<file path="src/core/mpp_pkg.sv">
// Package of constants for the parallel programming port controller.
package mpp_pkg;
    // ----------------------------------------
    // Operation select codes
    // ----------------------------------------
    localparam logic [3:0] OP_READ       = 4'h0; // Normal array read.
    localparam logic [3:0] OP_ERASE      = 4'h1; // Chip erase.
    localparam logic [3:0] OP_PROGRAM    = 4'h3; // Byte program.
    localparam logic [3:0] OP_BLANK_CHK  = 4'h4; // Erase verify read.
    localparam logic [3:0] OP_WRITE_CHK  = 4'h5; // Program verify read.
    localparam logic [3:0] OP_PROT_PGM   = 4'h6; // Protection bit program.
    localparam logic [3:0] OP_PROT_BLANK = 4'h9; // Protection erased check.
    localparam logic [3:0] OP_PROT_CHK   = 4'hb; // Protection programmed check.
    localparam logic [3:0] OP_INIT       = 4'he; // Initialize.
    localparam logic [3:0] OP_IDENT      = 4'hf; // Identification read.

    // ----------------------------------------
    // Command register map of the controller
    // ----------------------------------------
    localparam logic [3:0] REG_CTRL   = 4'h0; // Write: bit 3:0 op, bit 8 go.
    localparam logic [3:0] REG_ADDR   = 4'h4; // Byte address, 14 bits.
    localparam logic [3:0] REG_WDATA  = 4'h8; // Data to program.
    localparam logic [3:0] REG_STATUS = 4'hc; // Busy, fail, result byte.
    localparam int CTRL_GO_BIT     = 8;      // Start bit in the control word.
    localparam int ST_BUSY_BIT     = 8;      // Busy flag position.
    localparam int ST_FAIL_BIT     = 9;      // Failure flag position.
    localparam int ST_TRIES_LSB    = 16;     // Retry count field start.

    // ----------------------------------------
    // Timing
    // ----------------------------------------
    localparam int CLK_MHZ       = 125;                       // Core clock rate.
    localparam int PROG_PULSE_NS = 10000;                     // Program strobe 10 us.
    localparam int LONG_PULSE_MS = 500;                       // Erase strobe 0.5 s.
    localparam int SETUP_NS      = 200;                       // Mode and address setup.
    localparam int ACCESS_NS     = 200;                       // Read access allowance.
    localparam int PROG_PULSE_CYC = (PROG_PULSE_NS * CLK_MHZ + 999) / 1000;
    localparam int LONG_PULSE_CYC = LONG_PULSE_MS * 1000 * CLK_MHZ;
    localparam int SETUP_CYC      = (SETUP_NS * CLK_MHZ + 999) / 1000;
    localparam int ACCESS_CYC     = (ACCESS_NS * CLK_MHZ + 999) / 1000;
    localparam int MAX_TRIES      = 25;                       // Program retry bound.

    // ----------------------------------------
    // Sequencer states
    // ----------------------------------------
    typedef enum logic [2:0] {
        MPP_IDLE   = 3'b000,
        MPP_SETUP  = 3'b001,
        MPP_STROBE = 3'b011,
        MPP_RECOV  = 3'b010,
        MPP_READ   = 3'b110,
        MPP_DONE   = 3'b111
    } mpp_state_t;
endpackage

</file>
<file path="src/core/mpp_ctrl.sv">
// Controller that drives the parallel programming pins of the code memory.
//
// Strobed register access and the register offsets were left to the implementer.
`timescale 1ns/1ps
`default_nettype none

module mpp_ctrl #(
    parameter int LONG_PULSE_CYC = mpp_pkg::LONG_PULSE_CYC,
    parameter int MAX_TRIES      = mpp_pkg::MAX_TRIES
) (
    // Clock and reset.
    input  wire logic        core_clk,
    input  wire logic        resetn,
    // Command port.
    input  wire logic [3:0]  cmd_addr,
    input  wire logic [31:0] cmd_wdata,
    input  wire logic        cmd_write,
    input  wire logic        cmd_read,
    output logic      [31:0] cmd_rdata,
    // Programming pins.
    output logic      [13:0] prog_byte_address,
    output logic      [3:0]  prog_op_select,
    output logic             prog_chip_enable_n,
    output logic             prog_output_enable_n,
    output logic             prog_write_strobe_n,
    input  wire logic [7:0]  prog_data_in,
    output logic      [7:0]  prog_data_out,
    output logic             prog_data_oe
);
    // ----------------------------------------
    // Helpers
    // ----------------------------------------
    // True for ops that pulse the write strobe.
    function automatic logic is_strobe_op(input logic [3:0] op);
        return op == mpp_pkg::OP_PROGRAM || op == mpp_pkg::OP_ERASE ||
               op == mpp_pkg::OP_INIT || op == mpp_pkg::OP_PROT_PGM;
    endfunction

    // True for the long erase-style pulses.
    function automatic logic is_long_op(input logic [3:0] op);
        return op == mpp_pkg::OP_ERASE || op == mpp_pkg::OP_INIT;
    endfunction

    // ----------------------------------------
    // State
    // ----------------------------------------
    mpp_pkg::mpp_state_t state;       // Sequencer state.
    logic [3:0]  op;                  // Current operation.
    logic [13:0] addr;                // Programmed address.
    logic [7:0]  wdata;               // Byte to program.
    logic [7:0]  result;              // Last byte read back.
    logic        fail;                // Program retries ran out.
    logic [7:0]  tries;               // Pulses given to this byte.
    logic        verify;              // Current read is a program check.
    logic [31:0] timer;               // Phase timer.
    logic [7:0]  din_meta;            // First sync stage of data pins.
    logic [7:0]  din_sync;            // Second sync stage of data pins.
    logic        busy;                // Sequence in progress.

    assign busy = (state != mpp_pkg::MPP_IDLE);

    // Data pins come from the far device, so pass two flops.
    always_ff @(posedge core_clk or negedge resetn)
    begin
        if (!resetn)
        begin
            din_meta <= 8'h00;
            din_sync <= 8'h00;
        end
        else
        begin
            din_meta <= prog_data_in;
            din_sync <= din_meta;
        end
    end

    // Command register writes capture address and data while idle; op is taken only by a go write.
    always_ff @(posedge core_clk or negedge resetn)
    begin
        if (!resetn)
        begin
            addr  <= 14'h0000;
            wdata <= 8'h00;
        end
        else if (cmd_write && !busy)
        begin
            if (cmd_addr == mpp_pkg::REG_ADDR)
            begin
                addr <= cmd_wdata[13:0];
            end
            else if (cmd_addr == mpp_pkg::REG_WDATA)
            begin
                wdata <= cmd_wdata[7:0];
            end
        end
    end

    // Read data stand in the cycle after the read strobe.
    always_ff @(posedge core_clk or negedge resetn)
    begin
        if (!resetn)
        begin
            cmd_rdata <= 32'h0000_0000;
        end
        else if (cmd_read && cmd_addr == mpp_pkg::REG_STATUS)
        begin
            cmd_rdata <= {8'h00, tries, 6'h00, fail, busy, result};
        end
        else if (cmd_read && cmd_addr == mpp_pkg::REG_ADDR)
        begin
            cmd_rdata <= {18'h00000, addr};
        end
        else if (cmd_read && cmd_addr == mpp_pkg::REG_WDATA)
        begin
            cmd_rdata <= {24'h000000, wdata};
        end
        else if (cmd_read && cmd_addr == mpp_pkg::REG_CTRL)
        begin
            cmd_rdata <= {28'h0000000, op};
        end
        else
        begin
            // Unmapped or no read gives zero.
            cmd_rdata <= 32'h0000_0000;
        end
    end

    // Main sequencer: setup, strobe or read, recovery, retry.
    always_ff @(posedge core_clk or negedge resetn)
    begin
        if (!resetn)
        begin
            state  <= mpp_pkg::MPP_IDLE;
            op     <= mpp_pkg::OP_READ;
            timer  <= 32'h0000_0000;
            tries  <= 8'h00;
            verify <= 1'b0;
            fail   <= 1'b0;
            result <= 8'h00;
        end
        else
        begin
            case (state)
                mpp_pkg::MPP_IDLE:
                begin
                    // A go write starts a sequence; a control write without the go bit is dropped.
                    if (cmd_write && cmd_addr == mpp_pkg::REG_CTRL &&
                        cmd_wdata[mpp_pkg::CTRL_GO_BIT])
                    begin
                        op     <= cmd_wdata[3:0];
                        tries  <= 8'h00;
                        verify <= 1'b0;
                        fail   <= 1'b0;
                        timer  <= 32'h0000_0000;
                        state  <= mpp_pkg::MPP_SETUP;
                    end
                end
                mpp_pkg::MPP_SETUP:
                begin
                    // Hold mode and address stable before strobe or output enable.
                    if (timer >= 32'(mpp_pkg::SETUP_CYC - 1))
                    begin
                        timer <= 32'h0000_0000;
                        if (is_strobe_op(op) && !verify)
                        begin
                            state <= mpp_pkg::MPP_STROBE;
                        end
                        else
                        begin
                            state <= mpp_pkg::MPP_READ;
                        end
                    end
                    else
                    begin
                        timer <= timer + 32'h1;
                    end
                end
                mpp_pkg::MPP_STROBE:
                begin
                    // Long pulse for erase and initialize, short otherwise.
                    if ((is_long_op(op) && timer >= 32'(LONG_PULSE_CYC - 1)) ||
                        (!is_long_op(op) &&
                         timer >= 32'(mpp_pkg::PROG_PULSE_CYC - 1)))
                    begin
                        timer <= 32'h0000_0000;
                        tries <= tries + 8'h01;
                        state <= mpp_pkg::MPP_RECOV;
                    end
                    else
                    begin
                        timer <= timer + 32'h1;
                    end
                end
                mpp_pkg::MPP_RECOV:
                begin
                    // After a program pulse, switch to a write-check read.
                    if (timer >= 32'(mpp_pkg::SETUP_CYC - 1))
                    begin
                        timer <= 32'h0000_0000;
                        if (op == mpp_pkg::OP_PROGRAM)
                        begin
                            verify <= 1'b1;
                            state  <= mpp_pkg::MPP_SETUP;
                        end
                        else
                        begin
                            state <= mpp_pkg::MPP_DONE;
                        end
                    end
                    else
                    begin
                        timer <= timer + 32'h1;
                    end
                end
                mpp_pkg::MPP_READ:
                begin
                    // Sample the synchronised bus after the access time.
                    if (timer >= 32'(mpp_pkg::ACCESS_CYC + 1))
                    begin
                        timer  <= 32'h0000_0000;
                        result <= din_sync;
                        if (verify && din_sync != wdata)
                        begin
                            // Mismatch: pulse again or give up.
                            verify <= 1'b0;
                            if (tries >= 8'(MAX_TRIES))
                            begin
                                fail  <= 1'b1;
                                state <= mpp_pkg::MPP_DONE;
                            end
                            else
                            begin
                                state <= mpp_pkg::MPP_SETUP;
                            end
                        end
                        else
                        begin
                            state <= mpp_pkg::MPP_DONE;
                        end
                    end
                    else
                    begin
                        timer <= timer + 32'h1;
                    end
                end
                mpp_pkg::MPP_DONE:
                begin
                    // Release the device for one cycle before idling.
                    state <= mpp_pkg::MPP_IDLE;
                end
                default:
                begin
                    state <= mpp_pkg::MPP_IDLE;
                end
            endcase
        end
    end

    // Pin drive, registered from the sequencer state.
    always_ff @(posedge core_clk or negedge resetn)
    begin
        if (!resetn)
        begin
            prog_chip_enable_n   <= 1'b1;
            prog_output_enable_n <= 1'b1;
            prog_write_strobe_n  <= 1'b1;
            prog_op_select       <= mpp_pkg::OP_READ;
            prog_byte_address    <= 14'h0000;
            prog_data_out        <= 8'hff;
            prog_data_oe         <= 1'b0;
        end
        else
        begin
            // Standby with chip enable high whenever idle.
            prog_chip_enable_n   <= !(busy && state != mpp_pkg::MPP_DONE);
            prog_write_strobe_n  <= (state != mpp_pkg::MPP_STROBE);
            prog_output_enable_n <= (state != mpp_pkg::MPP_READ);
            prog_op_select       <= verify ? mpp_pkg::OP_WRITE_CHK : op;
            prog_byte_address    <= addr;
            prog_data_out        <= wdata;
            // Drive data only for writes, never while output enable is low.
            prog_data_oe <= (op == mpp_pkg::OP_PROGRAM) && !verify &&
                            (state == mpp_pkg::MPP_SETUP ||
                             state == mpp_pkg::MPP_STROBE ||
                             state == mpp_pkg::MPP_RECOV);
        end
    end
endmodule

`default_nettype wire

</file>
<file path="config.mk">
export PLATFORM = sky130hd
export DESIGN_NAME = mpp_ctrl
export DESIGN_NICKNAME = d
export VERILOG_FILES = /design/src/core/mpp_pkg.sv /design/src/core/mpp_ctrl.sv
export SDC_FILE = /design/constraint.sdc
export NUM_CORES = 1
export LEC_CHECK = 0
export CORE_UTILIZATION = 44
export CTS_CLUSTER_SIZE = 8
export DETAILED_ROUTE_END_ITERATION = 6
export DONT_BUFFER_PORTS = 1
export PLACE_DENSITY = 0.61
export SYNTH_ARGS = -nofsm -noshare
export SYNTH_HDL_FRONTEND = slang
export SYNTH_SLANG_ARGS = --single-unit
export TNS_END_PERCENT = 30
</file>
<file path="constraint.sdc">
create_clock -name core_clk -period 2.15 [get_ports core_clk]
set_input_delay 0.3225 -clock core_clk [delete_from_list [all_inputs] [get_ports core_clk]]
set_output_delay 0.3225 -clock core_clk [all_outputs]
set_load 0.01 [all_outputs]
</file>
### After elaboration in Yosys (flattened, before gate mapping)

Cells that the tools add are included.

| cells by class | value |
|---|---|
| add/sub/neg operators | 2 |
| order comparisons | 5 |
| equality and inequality tests | 23 |
| mux-type cells | 33 |
| bitwise logic cells | 1 |
| reduce and logical (&&, ||, !) cells | 42 |

Operator list:

| kind | count |
|---|---|
| 32-bit two-way mux | 4 |
| 32-bit one-hot mux with 4 select lines | 1 |
| 32-bit by 5-bit >= comparator with 1-bit output, second input constant | 2 |
| 32-bit by 1-bit adder with 32-bit output, second input constant | 1 |
| 32-bit by 11-bit >= comparator with 1-bit output, second input constant | 1 |
| 32-bit by 26-bit >= comparator with 1-bit output, second input constant | 1 |
| 3-bit two-way mux | 9 |
| 24-bit two-way mux | 1 |
| 8-bit two-way mux | 3 |
| 2-bit != test, second input constant | 8 |
| 8-bit one-hot mux with 2 select lines | 1 |
| 3-bit one-hot mux with 5 select lines | 1 |
| 1-bit logical AND | 14 |
| 14-bit two-way mux | 1 |
| 4-bit == test, second input constant | 3 |
| 5-bit AND reduction | 2 |
| 8-bit by 1-bit adder with 8-bit output, second input constant | 1 |
| 4-bit by 3-bit == test with 1-bit output, second input constant | 2 |
| 8-bit by 5-bit >= comparator with 1-bit output, second input constant | 1 |
| 1-bit two-way mux | 8 |
| 4-bit two-way mux | 2 |
| 8-bit != test | 1 |
| 2-bit AND reduction | 4 |
| 1-bit logical OR | 7 |
| other kinds (19) | 27 |

| word-level totals | value |
|---|---|
| flip-flop bits (word level) | 157 |
| output and inout port bits | 62 |

### Logic depth before layout (Yosys ltp)

| logic depth | value |
|---|---|
| depth after elaboration | 8 |
| mapped depth | 9 |

### Worst setup path after synthesis

No wires, ideal clock.

| path | value |
|---|---|
| kind | register to register |
| start | register timer[22] |
| end | register timer[0] |
| arrival time | 2.041 ns |
| data required time | 2.025 ns |
| slack | -0.016 ns |
| cell stages (with the launch flop) | 9 |
| buffers on the path | 2 |
| period minus slack after synthesis | 2.166 ns |
| path through | dfrtp_1 -> buf_6 -> or3_4 -> nor4_4 -> nand3_2 -> and3_1 -> clkbuf_2 -> or2_4 -> mux2_2 |

| between the ends | value |
|---|---|
| word-level cells in the longest chain between the ends | 5 |
| elaborated cells on any way between the ends | 11 |

Ends and longest elaborated chain:

| element | line | RTL |
|---|---|---|
| start: declaration | mpp_ctrl.sv:55 | `logic [31:0] timer;` |
| start signal: assignment | mpp_ctrl.sv:175 | `timer <= timer + 32'h1;` |
| start signal: assignment | mpp_ctrl.sv:191 | `timer <= timer + 32'h1;` |
| start signal: assignment | mpp_ctrl.sv:212 | `timer <= timer + 32'h1;` |
| 32-bit by 26-bit >= comparator with 1-bit output or 32-bit by 11-bit >= comparator with 1-bit output (tied branches) | mpp_ctrl.sv:181, mpp_ctrl.sv:183 |  |
| 1-bit logical AND (on tied branches) | mpp_ctrl.sv:181, mpp_ctrl.sv:182 |  |
| 1-bit logical OR | mpp_ctrl.sv:181 | `if ((is_long_op(op) && timer >= 32'(LONG_PULSE_CYC - 1)) \|\|` |
| 32-bit two-way mux | mpp_ctrl.sv:181 |  |
| 32-bit one-hot mux with 4 select lines (*) | mpp_ctrl.sv:143 | `case (state)` |

Every way passes the cells marked *; elsewhere a longest branch is shown, timed or not.
A chain may end at the register's enable or synchronous reset.

### Worst setup path after layout

| path | value |
|---|---|
| start | register timer[21] |
| end | register timer[25] |

Same word-level chain as after synthesis.

==> flow_summary.yaml <==
die:
  rows: 44
  die_w_um: 123.5
  die_area_um2: 15240
  core_area_um2: 14480
  start_util: 0.4482
  ioPinCount: 110
  die_y_um: 123.5
timing:
  final_max_slew_viol_count: 0
  slew_headroom: 0.6518
  timing.fmax_mhz: 450.6
  finClkSkew_ns: 0.01644
  rsz0062_at_grt: "yes"
  hold_slack_ns: -0.4012
  hold_viol: 147
  fin_crit_ns: 2.219
  timing.setup.tns_ns: -0.1947
  setup_slack_ns: -0.06914
  finalSetupViolCount: 7
  tightest_slew_ns: 0.5204
  fin_crit_sh: 1.032
pwr:
  seq_power_share: 0.439
  pwr-share-comb: 0.204
  clkPwrFrac: 0.358
  p_int_mw: 5.643
  finalPower_mw: 7.954
  ir_drop_mv: 0.5900
  p_sw_frac: 0.2905
  leakagePower_nw: 3.721
  powerDensity_nw_per_um2: 1008
  p_switching_mw: 2.311
detailed_routing:
  drt-wirelength-per-cell_um: 17.12
  viasPerCell: 5.428
  drt_first_pass_iters: 4
  drc: 0
  ant_nets: 0
  routed_wirelength_mm: 14.42
  drt_iter0_drc: 289
  vias: 4570
status:
  violations: "negative hold slack, negative setup slack"
  status: "finished, violations left"
clock_tree:
  holdBufCountCts: 11
  cts_tree: "built"
  numCtsBuffers: 17
  root_buffer: "clkbuf_16"
  path_clk_slew_ns: 0.06
  htree_levels: 4
  ctsLongestPathBuffers: 2
  clock_latency_ns: 0.43
  cts.sinks: 147
global_route:
  grt_pass1_wl_mm: 23.16
  globalRouteTotalUtil: 0.2032
  first_global_vias: 4560
  grt_antenna_before_repair: 0
  grt_overflow: 0
  grt_max_degree: 148
setup_path:
  critPathTopFamily: "simple AND/OR/NAND/NOR gates"
  arrival_ns: 2.54
  cpMaxStageDelayCell: "nor4bb_2"
  r2r-start: "timer[21]$_DFFE_PN0P_"
  crit_required_ns: 2.47
  cp-end-kind: "flop"
  worst_setup_path_start_kind: "flop"
  r2r_end: "timer[25]$_DFFE_PN0P_"
  reg2reg_depth: 7
  path_buf_inv: 1
  slowest_delay_ns: 0.41
  crit_fanout: 7
  startpoint: "timer[21]$_DFFE_PN0P_"
  critPathKind: "reg -> reg"
  rrSetupSlack_ns: -0.07
  path_depth: 7
  path_cells: "nor4_2 -> nand4_1 -> nor4bb_2 -> a22o_2 -> buf_12 -> o21bai_2 -> o31ai_1"
yosys:
  yosysSeqAreaShare: 0.5689
  avgSynthCellArea_um2: 11.06
  ys_warn_count: 0
  synth_fa_ha_area_frac: 0.01350
  ys_seq_elements: 147
  ys.flop_type: "dfrtp_1"
  synth_xor_area_frac: 0.01080
  synth_edf_count: 0
  async_flop_share: 1.000
  yosys.area.top_type: "dfrtp_1"
  synth_top_family_by_area: "simple AND/OR/NAND/NOR gates"
  synth_top_area_share: 0.5244
  synthTopCellsByArea: "dfrtp_1, mux2_2, nand2_1"
  synthSimpleGateAreaFrac: 0.1934
  synth_cell_types: 56
  synth.area.mux_share: 0.08695
  syn_area_um2: 6490
  synthCells: 587
  synth_compound_area_frac: 0.08329
cells_and_area:
  antenna_cells: 0
  stdcell_count: 842
  final_util: 0.5448
  area_growth_pct: 21.53
  drive_above_1_share: 0.2720
  final_nets: 700
  stdcell_area_um2: 7888
  fillers: 1223
place:
  placedCellCount: 794
  place.detailed.hpwl_mm: 9.638
  gp_congestion: 0.8313
  placed_area_um2: 6980
  io_buffers: 0
job:
  maxCapViolations: 0
worst_hold_path:
  hold_path.class: "in -> async"
## stage by stage
step / hold WS (ns) / setup WS [ns]
final: -0.4012 / -0.06914
after detailed placement: 0.03144 / -0.06842
after CTS: -0.4226 / 0.002543
after floorplan: 0.02691 / 0.1215
after global placement: 0.03093 / 0.008295
after global routing: -0.4183 / -0.1937
## worst max path at each step
stage	end	slack, ns
final	timer[25]$_DFFE_PN0P_	-0.07
after global routing	timer[25]$_DFFE_PN0P_	-0.19
after CTS	tries[3]$_DFFE_PN0P_	0.003
after detailed placement	timer[4]$_DFFE_PN0P_	-0.07
after global placement	timer[10]$_DFFE_PN0P_	0.008
after floorplan	timer[0]$_DFFE_PN0P_	0.12
## cells in the mapped netlist (8+ instances only)
master    number
dfrtp_1      136
nor3_1        17
nand3_1       19
dfstp_2       11
buf_2          9
inv_1         15
nor2_1        39
nand4_1       10
mux2i_1        8
nor4_1         8
nand2_1       80
o21ai_0       15
and2_1        24
buf_4         11
clkbuf_1      14
nor2b_1        9
mux2_2        35
and3_1        12
xnor2_1        8
o22ai_1       18
## cell families after synthesis
family | after synthesis
buffers and inverters | 55
adders and majority gates | 7
DFF | 147
muxes | 47
xor gates and xnor gates | 8
and+or+nand+nor | 243
AOI/OAI and AO/OA | 79
other | 1
## sequential cells by signal, summed over array words and instances (netlist names), 3 cells and up
signal and count:
timer 32, cmd_rdata 22, addr 14, prog_byte_address 14, din_meta 8, din_sync 8, prog_data_out 8, result 8
tries 8, wdata 8, op 4, prog_op_select 4, state 3
## per-layer routing
metal | GRT usage | wire [um] | vias to the layer above
met1 | 0.2700 | 6457 | 2303
met4 | 0.08283 | 193 | 0
li1 | - | - | 2164
met3 | 0.05166 | 600 | 14
met5 | 0 | 0 | -
met2 | 0.3170 | 7166 | 89
## placed cells by master, fill, tap and decap left out, types with 5 or more instances in the layout
master	netlist	final
and3_1	12	11
clkbuf_16	0	18
o22ai_1	18	14
inv_1	15	15
a22oi_1	7	6
conb_1	1	10
o21ai_1	0	7
nand2_1	80	80
nor2_1	39	38
dfrtp_1	136	133
ha_1	7	7
xnor2_1	8	8
and2_1	24	24
mux2_2	35	35
nand4_1	10	10
nor2b_1	9	9
dlygate4sd3_1	0	11
dfstp_2	11	11
nor3_1	17	16
nand3_1	19	19
and4_1	5	5
buf_4	11	50
mux2i_1	8	8
o211ai_1	7	7
## power by group through the flow
stage	clock network, mW	registers [mW]	logic, mW
detailed placement	0	3.53	1.37
finish	2.85	3.49	1.62
CTS	2.91	3.49	1.39
global placement	0	3.52	1.34
global route	3.02	3.54	1.75
floorplan	0	3.44	0.882
## layout make-up
| class | count | area, um^2 | area share |
|---|---|---|---|
| well taps | 184 | 230.2 | 0.02919 |
| multi-input cells | 394 | 2695 | 0.3417 |
| clock buffers | 20 | 456.7 | 0.05790 |
| flip-flops and latches | 147 | 3696 | 0.4686 |
| repair buffers | 70 | 634.4 | 0.08043 |
| clock inverters | 12 | 118.9 | 0.01507 |
| inverters | 15 | 56.30 | 0.007138 |
## repair_timing
action	in CTS	in global routing
hold endpoints to repair	158	147
pin swaps	0	20
endpoints found under the setup margin	25	44
resized for setup	3	46
setup buffers	0	4
cloned	0	1
(Power assumes the default switching activity.)
